**config.mk**
```make
export PLATFORM = sky130hd
export DESIGN_NAME = adcseq_top
export DESIGN_NICKNAME = d
export VERILOG_FILES = /design/src/hdl/adcseq_pkg.sv /design/src/hdl/adcseq_div_if.sv /design/src/hdl/adcseq_divider.sv /design/src/hdl/adcseq_top.sv
export SDC_FILE = /design/constraint.sdc
export NUM_CORES = 1
export LEC_CHECK = 0
export BUFFER_PORTS_ARGS = -buffer_cell sky130_fd_sc_hd__buf_2
export CAP_MARGIN = 20
export CORE_MARGIN = 2
export CORE_UTILIZATION = 40
export CTS_CLUSTER_SIZE = 14
export DETAILED_ROUTE_END_ITERATION = 8
export GPL_ROUTABILITY_DRIVEN = 0
export PLACE_DENSITY_LB_ADDON = 0.2
export SLEW_MARGIN = 30
export SYNTH_ARGS = -nofsm -noshare
export SYNTH_HDL_FRONTEND = slang
export SYNTH_SLANG_ARGS = --single-unit
```
**constraint.sdc**
```tcl
create_clock -name i_clk_sys -period 2.76 [get_ports i_clk_sys]
set_clock_uncertainty 0.1 [all_clocks]
set_input_delay 0.414 -clock i_clk_sys [delete_from_list [all_inputs] [get_ports i_clk_sys]]
set_output_delay 0.414 -clock i_clk_sys [all_outputs]
set_load 0.005 [all_outputs]
```
**src/hdl/adcseq_pkg.sv**
```systemverilog
// Package with register map, field positions and timing constants of the converter sequencer.
package adcseq_pkg;

  // ****************************************
  // Register byte addresses
  // ****************************************
  localparam logic [7:0] ADDR_CTRL_FIRST = 8'h00;
  localparam logic [7:0] ADDR_CTRL_SECOND = 8'h04;
  localparam logic [7:0] ADDR_RESULT_LOW = 8'h08;
  localparam logic [7:0] ADDR_RESULT_HIGH = 8'h0C;
  localparam logic [7:0] ADDR_BANDGAP = 8'h10;
  localparam logic [7:0] ADDR_INT_CTRL = 8'h14;
  localparam logic [7:0] ADDR_SAMPLE = 8'h18;

  // ****************************************
  // Field positions
  // ****************************************
  localparam int F1_CHAN_LSB = 0;
  localparam int F1_RFS = 4;
  localparam int F1_PWR = 5;
  localparam int F1_BUSY = 6;
  localparam int F1_START = 7;
  localparam int F2_CLK_LSB = 0;
  localparam int F2_REF_LSB = 3;
  localparam int F2_SRC_LSB = 5;
  localparam int FI_GIE = 0;
  localparam int FI_CIE = 1;
  localparam int FI_FLAG = 2;

  // ****************************************
  // Reset values and codes
  // ****************************************
  localparam logic [7:0] RST_BYTE = 8'h00;
  localparam logic [1:0] REF_SUPPLY = 2'h1;
  localparam logic [11:0] FULL_SCALE = 12'hFFF;

  // ****************************************
  // Timing counts in converter clock cycles
  // ****************************************
  localparam logic [4:0] SAMPLE_CYCLES = 5'h04;
  localparam logic [4:0] CONVERT_CYCLES = 5'h0C;
  localparam logic [4:0] TOTAL_CYCLES = SAMPLE_CYCLES + CONVERT_CYCLES;

  // ****************************************
  // Sequencer states
  // ****************************************
  typedef enum logic [1:0] {ST_IDLE, ST_ARMED, ST_SAMPLE, ST_CONVERT} adcseq_state_type;

endpackage

```
**src/hdl/adcseq_div_if.sv**
```systemverilog
// Interface carrying the converter clock enable between divider and sequencer.
`timescale 1ns/1ps
interface adcseq_div_if;
  logic [2:0] sel;
  logic run;
  logic tick;
  modport div (input sel, input run, output tick);
  modport seq (output sel, output run, input tick);
endinterface

```
**src/hdl/adcseq_divider.sv**
```systemverilog
// Converter clock divider producing a one-cycle enable every two to the select power cycles.
`timescale 1ns/1ps
module adcseq_divider
(
  // Clock and reset.
  input wire logic i_clk_sys,
  input wire logic i_rst_n,
  // Divider link.
  adcseq_div_if.div bus
);
  import adcseq_pkg::*;

  logic [6:0] cnt_q;
  logic [6:0] cnt_d;
  logic tick_q;
  logic tick_d;
  logic [6:0] limit;

  assign bus.tick = tick_q;

  always_comb
  begin
    limit = 7'((8'h01 << bus.sel) - 8'h01);
    cnt_d = cnt_q;
    tick_d = 1'b0;
    if (!bus.run)
    begin
      cnt_d = 7'h00;
    end
    else if (cnt_q >= limit)
    begin
      cnt_d = 7'h00;
      tick_d = 1'b1;
    end
    else
    begin
      cnt_d = cnt_q + 7'h01;
    end
  end

  always_ff @(posedge i_clk_sys)
  begin
    if (!i_rst_n)
    begin
      cnt_q <= 7'h00;
      tick_q <= 1'b0;
    end
    else
    begin
      cnt_q <= cnt_d;
      tick_q <= tick_d;
    end
  end
endmodule

```
**src/hdl/adcseq_top.sv**
```systemverilog
// Converter sequencer top with AXI4-Lite register slave.
//
// Contract
// - Bandgap output driven when enable set, else released.
// - Bandgap register upper seven bits read zero.
// - Sample four, convert twelve, sixteen cycles total.
// - Conversion runs in hardware, bus never stalls.
// - Result bytes arranged by format select bit.
// - Busy high during conversion, result valid after.
// - Converter powered down when power enable clear.
// - Twelve-bit result, full scale FFF hex.
// - Reference code 01 selects supply, else pin.
// - Source 000 or 101-111 selects external pin.
// - Converter clock is system clock over two-power.
`timescale 1ns/1ps
module adcseq_top
(
  // Clock and reset.
  input wire logic i_clk_sys,
  input wire logic i_rst_n,
  // AXI4-Lite write channels.
  input wire logic [7:0] i_awaddr,
  input wire logic i_awvalid,
  output logic o_awready,
  input wire logic [31:0] i_wdata,
  input wire logic [3:0] i_wstrb,
  input wire logic i_wvalid,
  output logic o_wready,
  output logic [1:0] o_bresp,
  output logic o_bvalid,
  input wire logic i_bready,
  // AXI4-Lite read channels.
  input wire logic [7:0] i_araddr,
  input wire logic i_arvalid,
  output logic o_arready,
  output logic [31:0] o_rdata,
  output logic [1:0] o_rresp,
  output logic o_rvalid,
  input wire logic i_rready,
  // Analog front end.
  input wire logic [11:0] i_sar_code,
  output logic o_sar_power,
  output logic o_sar_reset,
  output logic o_sar_sample,
  output logic o_sar_ref_supply,
  output logic o_sar_ext_pin,
  output logic [2:0] o_sar_int_source,
  output logic [3:0] o_sar_channel,
  output logic o_bandgap_out,
  output logic o_bandgap_oe,
  // Interrupt request.
  output logic o_irq
);
  import adcseq_pkg::*;

  // ****************************************
  // State
  // ****************************************
  adcseq_div_if div_link ();
  adcseq_state_type st_q, st_d;
  logic [7:0] ctl1_q, ctl1_d, ctl2_q, ctl2_d, intc_q, intc_d, bg_q, bg_d;
  logic [11:0] res_q, res_d;
  logic [4:0] cyc_q, cyc_d;
  logic start_q;
  logic done_d;
  logic awdone_q, awdone_d, wdone_q, wdone_d, bvalid_q, bvalid_d;
  logic [7:0] awaddr_q, awaddr_d;
  logic [31:0] wdata_q, wdata_d;
  logic [3:0] wstrb_q, wstrb_d;
  logic bresp_err_q, bresp_err_d;
  logic rvalid_q, rvalid_d, rresp_err_q, rresp_err_d;
  logic [31:0] rdata_q, rdata_d;
  logic [2:0] src;
  logic wr_fire, rd_fire, start_new;
  logic [7:0] rd_byte;
  logic rd_ok;
  logic [7:0] sample_out;
  logic [15:0] res_fmt;

  function automatic logic [15:0] fmt_result(input logic [11:0] r, input logic rfs);
    fmt_result = rfs ? {4'h0, r} : {r, 4'h0};
  endfunction

  function automatic logic map_ok(input logic [7:0] a);
    map_ok = (a == ADDR_CTRL_FIRST) || (a == ADDR_CTRL_SECOND) || (a == ADDR_RESULT_LOW)
      || (a == ADDR_RESULT_HIGH) || (a == ADDR_BANDGAP) || (a == ADDR_INT_CTRL)
      || (a == ADDR_SAMPLE);
  endfunction

  adcseq_divider u_div
  (
    .i_clk_sys(i_clk_sys),
    .i_rst_n(i_rst_n),
    .bus(div_link)
  );

  assign src = ctl2_q[F2_SRC_LSB +: 3];
  assign div_link.sel = ctl2_q[F2_CLK_LSB +: 3];
  assign div_link.run = (st_q == ST_SAMPLE) || (st_q == ST_CONVERT);
  assign start_new = ctl1_q[F1_START];
  assign sample_out = {4'h0, ctl1_q[F1_PWR], 3'h0};
  assign res_fmt = fmt_result(res_q, ctl1_q[F1_RFS]);

  // ****************************************
  // AXI4-Lite slave
  // ****************************************
  assign wr_fire = awdone_q && wdone_q && !bvalid_q;
  assign rd_fire = i_arvalid && !rvalid_q;

  always_comb
  begin
    rd_ok = map_ok(i_araddr);
    unique case (i_araddr)
      ADDR_CTRL_FIRST: rd_byte = {ctl1_q[7], st_q != ST_IDLE, ctl1_q[5:0]};
      ADDR_CTRL_SECOND: rd_byte = ctl2_q;
      ADDR_RESULT_LOW: rd_byte = res_fmt[7:0];
      ADDR_RESULT_HIGH: rd_byte = res_fmt[15:8];
      ADDR_BANDGAP: rd_byte = {7'h00, bg_q[0]};
      ADDR_INT_CTRL: rd_byte = {5'h00, intc_q[2:0]};
      ADDR_SAMPLE: rd_byte = sample_out;
      default: rd_byte = RST_BYTE;
    endcase
    awdone_d = awdone_q || i_awvalid;
    awaddr_d = (i_awvalid && !awdone_q) ? i_awaddr : awaddr_q;
    wdone_d = wdone_q || i_wvalid;
    wdata_d = (i_wvalid && !wdone_q) ? i_wdata : wdata_q;
    wstrb_d = (i_wvalid && !wdone_q) ? i_wstrb : wstrb_q;
    bvalid_d = bvalid_q && !i_bready;
    bresp_err_d = bresp_err_q;
    if (wr_fire)
    begin
      awdone_d = 1'b0;
      wdone_d = 1'b0;
      bvalid_d = 1'b1;
      bresp_err_d = !map_ok(awaddr_q);
    end
    rvalid_d = rvalid_q && !i_rready;
    rdata_d = rdata_q;
    rresp_err_d = rresp_err_q;
    if (rd_fire)
    begin
      rvalid_d = 1'b1;
      rdata_d = {24'h000000, rd_byte};
      rresp_err_d = !rd_ok;
    end
  end

  // ****************************************
  // Registers and sequencer
  // ****************************************
  always_comb
  begin
    ctl1_d = ctl1_q;
    ctl2_d = ctl2_q;
    intc_d = intc_q;
    bg_d = bg_q;
    if (wr_fire && wstrb_q[0])
    begin
      unique case (awaddr_q)
        ADDR_CTRL_FIRST: ctl1_d = wdata_q[7:0];
        ADDR_CTRL_SECOND: ctl2_d = wdata_q[7:0];
        ADDR_BANDGAP: bg_d = {7'h00, wdata_q[0]};
        ADDR_INT_CTRL: intc_d = {5'h00, wdata_q[2:0]};
        default: ;
      endcase
    end
    st_d = st_q;
    cyc_d = cyc_q;
    res_d = res_q;
    done_d = 1'b0;
    unique case (st_q)
      ST_IDLE, ST_SAMPLE, ST_CONVERT:
      begin
        if (start_new && !start_q)
        begin
          st_d = ST_ARMED;
          cyc_d = 5'h00;
        end
        else if (st_q != ST_IDLE && div_link.tick)
        begin
          cyc_d = cyc_q + 5'h01;
          if (cyc_q == SAMPLE_CYCLES - 5'h01)
          begin
            st_d = ST_CONVERT;
          end
          if (cyc_q == TOTAL_CYCLES - 5'h01)
          begin
            st_d = ST_IDLE;
            res_d = i_sar_code & FULL_SCALE;
            done_d = 1'b1;
          end
        end
      end
      ST_ARMED:
      begin
        if (!start_new && ctl1_q[F1_PWR])
        begin
          st_d = ST_SAMPLE;
        end
      end
    endcase
    if (!ctl1_d[F1_PWR])
    begin
      st_d = ST_IDLE;
    end
    if (done_d)
    begin
      intc_d[FI_FLAG] = 1'b1;
    end
  end

  always_ff @(posedge i_clk_sys)
  begin
    if (!i_rst_n)
    begin
      st_q <= ST_IDLE;
      ctl1_q <= RST_BYTE;
      ctl2_q <= RST_BYTE;
      intc_q <= RST_BYTE;
      bg_q <= RST_BYTE;
      res_q <= 12'h000;
      cyc_q <= 5'h00;
      start_q <= 1'b0;
      awdone_q <= 1'b0;
      wdone_q <= 1'b0;
      bvalid_q <= 1'b0;
      awaddr_q <= 8'h00;
      wdata_q <= 32'h00000000;
      wstrb_q <= 4'h0;
      bresp_err_q <= 1'b0;
      rvalid_q <= 1'b0;
      rresp_err_q <= 1'b0;
      rdata_q <= 32'h00000000;
      o_sar_power <= 1'b0;
      o_sar_reset <= 1'b0;
      o_sar_sample <= 1'b0;
      o_sar_ref_supply <= 1'b0;
      o_sar_ext_pin <= 1'b1;
      o_sar_int_source <= 3'h0;
      o_sar_channel <= 4'h0;
      o_bandgap_out <= 1'b0;
      o_bandgap_oe <= 1'b0;
      o_irq <= 1'b0;
    end
    else
    begin
      st_q <= st_d;
      ctl1_q <= ctl1_d;
      ctl2_q <= ctl2_d;
      intc_q <= intc_d;
      bg_q <= bg_d;
      res_q <= res_d;
      cyc_q <= cyc_d;
      start_q <= start_new;
      awdone_q <= awdone_d;
      wdone_q <= wdone_d;
      bvalid_q <= bvalid_d;
      awaddr_q <= awaddr_d;
      wdata_q <= wdata_d;
      wstrb_q <= wstrb_d;
      bresp_err_q <= bresp_err_d;
      rvalid_q <= rvalid_d;
      rresp_err_q <= rresp_err_d;
      rdata_q <= rdata_d;
      o_sar_power <= ctl1_d[F1_PWR];
      o_sar_reset <= st_d == ST_ARMED;
      o_sar_sample <= st_d == ST_SAMPLE;
      o_sar_ref_supply <= ctl2_d[F2_REF_LSB +: 2] == REF_SUPPLY;
      o_sar_ext_pin <= ctl2_d[F2_SRC_LSB +: 3] == 3'h0 || ctl2_d[F2_SRC_LSB +: 3] > 3'h4;
      o_sar_int_source <= ctl2_d[F2_SRC_LSB +: 3];
      o_sar_channel <= ctl1_d[F1_CHAN_LSB +: 4];
      o_bandgap_out <= bg_d[0];
      o_bandgap_oe <= bg_d[0];
      o_irq <= intc_d[FI_FLAG] && intc_d[FI_GIE] && intc_d[FI_CIE];
    end
  end

  // Bus channels accept at once and never wait on conversion progress.
  assign o_awready = !awdone_q;
  assign o_wready = !wdone_q;
  assign o_bvalid = bvalid_q;
  assign o_bresp = bresp_err_q ? 2'h2 : 2'h0;
  assign o_arready = !rvalid_q;
  assign o_rvalid = rvalid_q;
  assign o_rdata = rdata_q;
  assign o_rresp = rresp_err_q ? 2'h2 : 2'h0;
  wire unused_src = ^src;
endmodule

```
==> flow_metrics.py <==
metrics = {
    "logic_synthesis": {
        "synthCells": 487,
        "netlist_area_um2": 4120,
        "synth-edff-count": 0,
        "async_flop_share_pct": 0,
        "synth_seq_cells": 83,
        "yosys.cell_types.count": 57,
        "seq_area_frac_synth_pct": 40.3,
        "yosys_warnings": 0,
        "ys.flop_type": "dfxtp_1",
        "syn_area_per_cell_um2": 8.46,
    },
    "floorplan": {
        "ioPinCount": 127,
        "start_util_pct": 40.6,
        "die-height_um": 105,
        "dieArea_um2": 11100,
        "die_x_um": 105,
        "rows": 37,
        "core_area_um2": 10100,
    },
    "clock_network": {
        "postCtsSetupBuffers": 0,
        "cts_root_buf": "clkbuf_8",
        "path_clk_slew_ps": 90,
        "cts_hold_buf": 0,
        "numCtsBuffers": 9,
        "cts_buffer_depth": 2,
        "cts_sinks": 83,
        "cts-htree-levels": 3,
        "cts_tree": "done",
        "insertion_delay_ps": 360,
    },
    "sta": {
        "fmax_mhz": 378,
        "worst_pin_slew_ps": 789,
        "setup-violations-final": 0,
        "slew_viol_final": 0,
        "finalCritPeriodShare_pct": 95.7,
        "finalSetupTns_ps": 0,
        "hold_viol": 0,
        "period_needed_ps": 2640,
        "maxSlewHeadroom_pct": 47.3,
    },
    "drt": {
        "ant_nets": 0,
        "vias_per_cell": 5.01,
        "post_drt_wl_per_cell_um": 14.3,
        "drtIter0Drc": 107,
        "drc_errors": 0,
        "wl_mm": 9.81,
        "drtPass1Iterations": 4,
        "vias": 3434,
    },
    "pwr": {
        "p_sw_share_pct": 25.4,
        "seqPwrFrac_pct": 54.0,
        "comb_power_share_pct": 7.2,
        "clkPwrFrac_pct": 38.8,
        "power.net_switching_mw": 0.583,
        "p_leak_nw": 2.03,
        "ir_drop_uv": 280,
        "internal_power_mw": 1.71,
        "powerDensity_nw_per_um2": 491,
        "fin_total_pwr_mw": 2.29,
    },
    "final_layout": {
        "seq_area_um2": 1660,
        "area_delta_synth_final_pct": 13.3,
        "nFillCells": 1033,
        "multi_input_area_um2": 2150,
        "diodes": 0,
        "final_util_pct": 46.0,
        "final_cell_mix": "dfxtp_1, buf_2, nand2_1",
        "final_cell_count_no_fill": 685,
        "drive_gt1_share_pct": 20.6,
        "fin_nets": 626,
        "final_common_cell": "dfxtp_1",
    },
    "status": {
        "outcome": "finished, final reports clean",
    },
    "grt": {
        "grt_pass1_wl_mm": 15.7,
        "grt_max_degree": 61,
        "grt_usage_pct": 17.6,
        "gr-usage-met1_pct": 22.8,
        "grt_util_met2_pct": 28.5,
        "grt.met3_usage_pct": 4.45,
        "busiest_layer": "met2",
        "grt.overflow.total": 0,
        "grt_antenna_before_repair": 0,
        "grt_pass1_vias": 3281,
    },
    "worst_setup_path": {
        "crit_path_start_kind": "flop",
        "crit_arrival_ps": 2830,
        "critical_path.endpoint_type": "flop",
        "crit_type": "reg2reg",
        "worst-endpoint-required_ps": 2950,
        "crit_fanout": 7,
    },
    "placed_design": {
        "dp_cells": 669,
        "dp_hpwl_mm": 7.13,
        "portBuffers": 73,
    },
    "hold_path": {
        "worstHoldPathType": "in2reg",
    },
    "job": {
        "maxCapViolations": 0,
    },
}
-- registers in the layout (all words and copies together) (netlist names), 2 cells and up --
name	flops
u_div.cnt_q	7
o_sar_channel	3
ctl2_q	5
wdata_q	8
o_rdata	8
res_q	12
cyc_q	5
intc_q	3
o_sar_int_source	3
st_q	2
ctl1_q	3
awaddr_q	8
-- layout make-up --
type | instances | share of cell area, %
Multi-Input combinational cell | 352 | 46.0
Sequential cell | 83 | 35.6
Timing Repair Buffer | 82 | 9.27
Tap cell | 136 | 3.65
Clock buffer | 11 | 2.81
Clock inverter | 5 | 1.34
Inverter | 16 | 1.29
-- final timing paths --
path                                                  end  cells past startpoint                     start  slack (ps)
worst max-delay path            u_div.cnt_q[3]$_SDFF_PP0_                     11    ctl2_q[1]$_SDFFE_PN0P_         120
worst min-delay path                  awdone_q$_SDFF_PP0_                      3                 i_awvalid         180
worst max register to register  u_div.cnt_q[3]$_SDFF_PP0_                     11    ctl2_q[1]$_SDFFE_PN0P_         120
worst min register to register   rresp_err_q$_SDFFE_PN0P_                      2  rresp_err_q$_SDFFE_PN0P_         360
-- critical path, stage by stage (launching register included) --
cell	delay, ps
dfxtp_2	350
or3_4	390
ha_4	200
nor3_2	140
a21o_1	120
a21oi_2	60
ha_1	290
a21o_1	180
a21o_1	180
a21oi_2	140
o211ai_1	250
nor2_1	180
-- routing by layer --
layer,part of all wire (%),up-vias
met2,47,87
met4,1.8,0
li1,-,1717
met5,0,-
met1,46,1616
met3,5.1,14
-- through the flow --
stage | setup WS, ps | hold WS, ps | cell area (um^2)
detailed placement | -29.1 | 347 | 4440
CTS | 19.2 | 168 | 4640
global route | -24.1 | 176 | 4670
finish | 118 | 175 | 4670
global placement | 76.7 | 346 | 4440
floorplan | 40.5 | 334 | 4210
-- repair_timing --
| item | CTS | global route |
|---|---|---|
| gates resized for setup | 1 | 7 |
| cloned | 0 | 0 |
| setup endpoints to repair | 7 | 8 |
| pin swaps | 1 | 2 |
| hold endpoints to repair | 0 | 0 |
-- cells by family (layout without fill, tap and decap cells) --
family	after synthesis	count (layout)	synth area share, %
DFF	83	83	40.3
other	1	26	0.0910
and+or+nand+nor	183	183	21.7
muxes	39	39	9.57
adders and majority gates	11	11	3.34
AOI/OAI and AO/OA	82	82	12.0
buffers and inverters	77	114	10.5
xor gates and xnor gates	11	11	2.34
-- synthesized netlist by cell type (4+ instances only) --
cell type | instances | share of area, %
a21o_1 | 4 | 0.73
a21oi_1 | 43 | 5.2
and2_1 | 4 | 0.61
and3_1 | 4 | 0.61
buf_4 | 36 | 6.6
clkbuf_1 | 21 | 1.9
dfxtp_1 | 83 | 40
ha_1 | 11 | 3.3
inv_1 | 15 | 1.4
mux2i_1 | 36 | 8.7
nand2_1 | 55 | 5.0
nand2b_1 | 8 | 1.2
nand3_1 | 13 | 1.6
nand3b_1 | 5 | 0.91
nor2_1 | 54 | 4.9
nor2b_1 | 7 | 1.1
nor3_1 | 8 | 0.97
o21ai_0 | 10 | 1.2
xnor2_1 | 4 | 0.85
xor2_1 | 7 | 1.5
-- power by group through the flow --
stage / sequential (mW) / clock, mW / combinational, mW
finish: 1.24 / 0.889 / 0.164
global route: 1.24 / 0.952 / 0.182
CTS: 1.24 / 0.914 / 0.164
detailed placement: 1.27 / 0 / 0.164
global placement: 1.27 / 0 / 0.160
floorplan: 1.26 / 0 / 0.131
(Power assumes the default switching activity.)
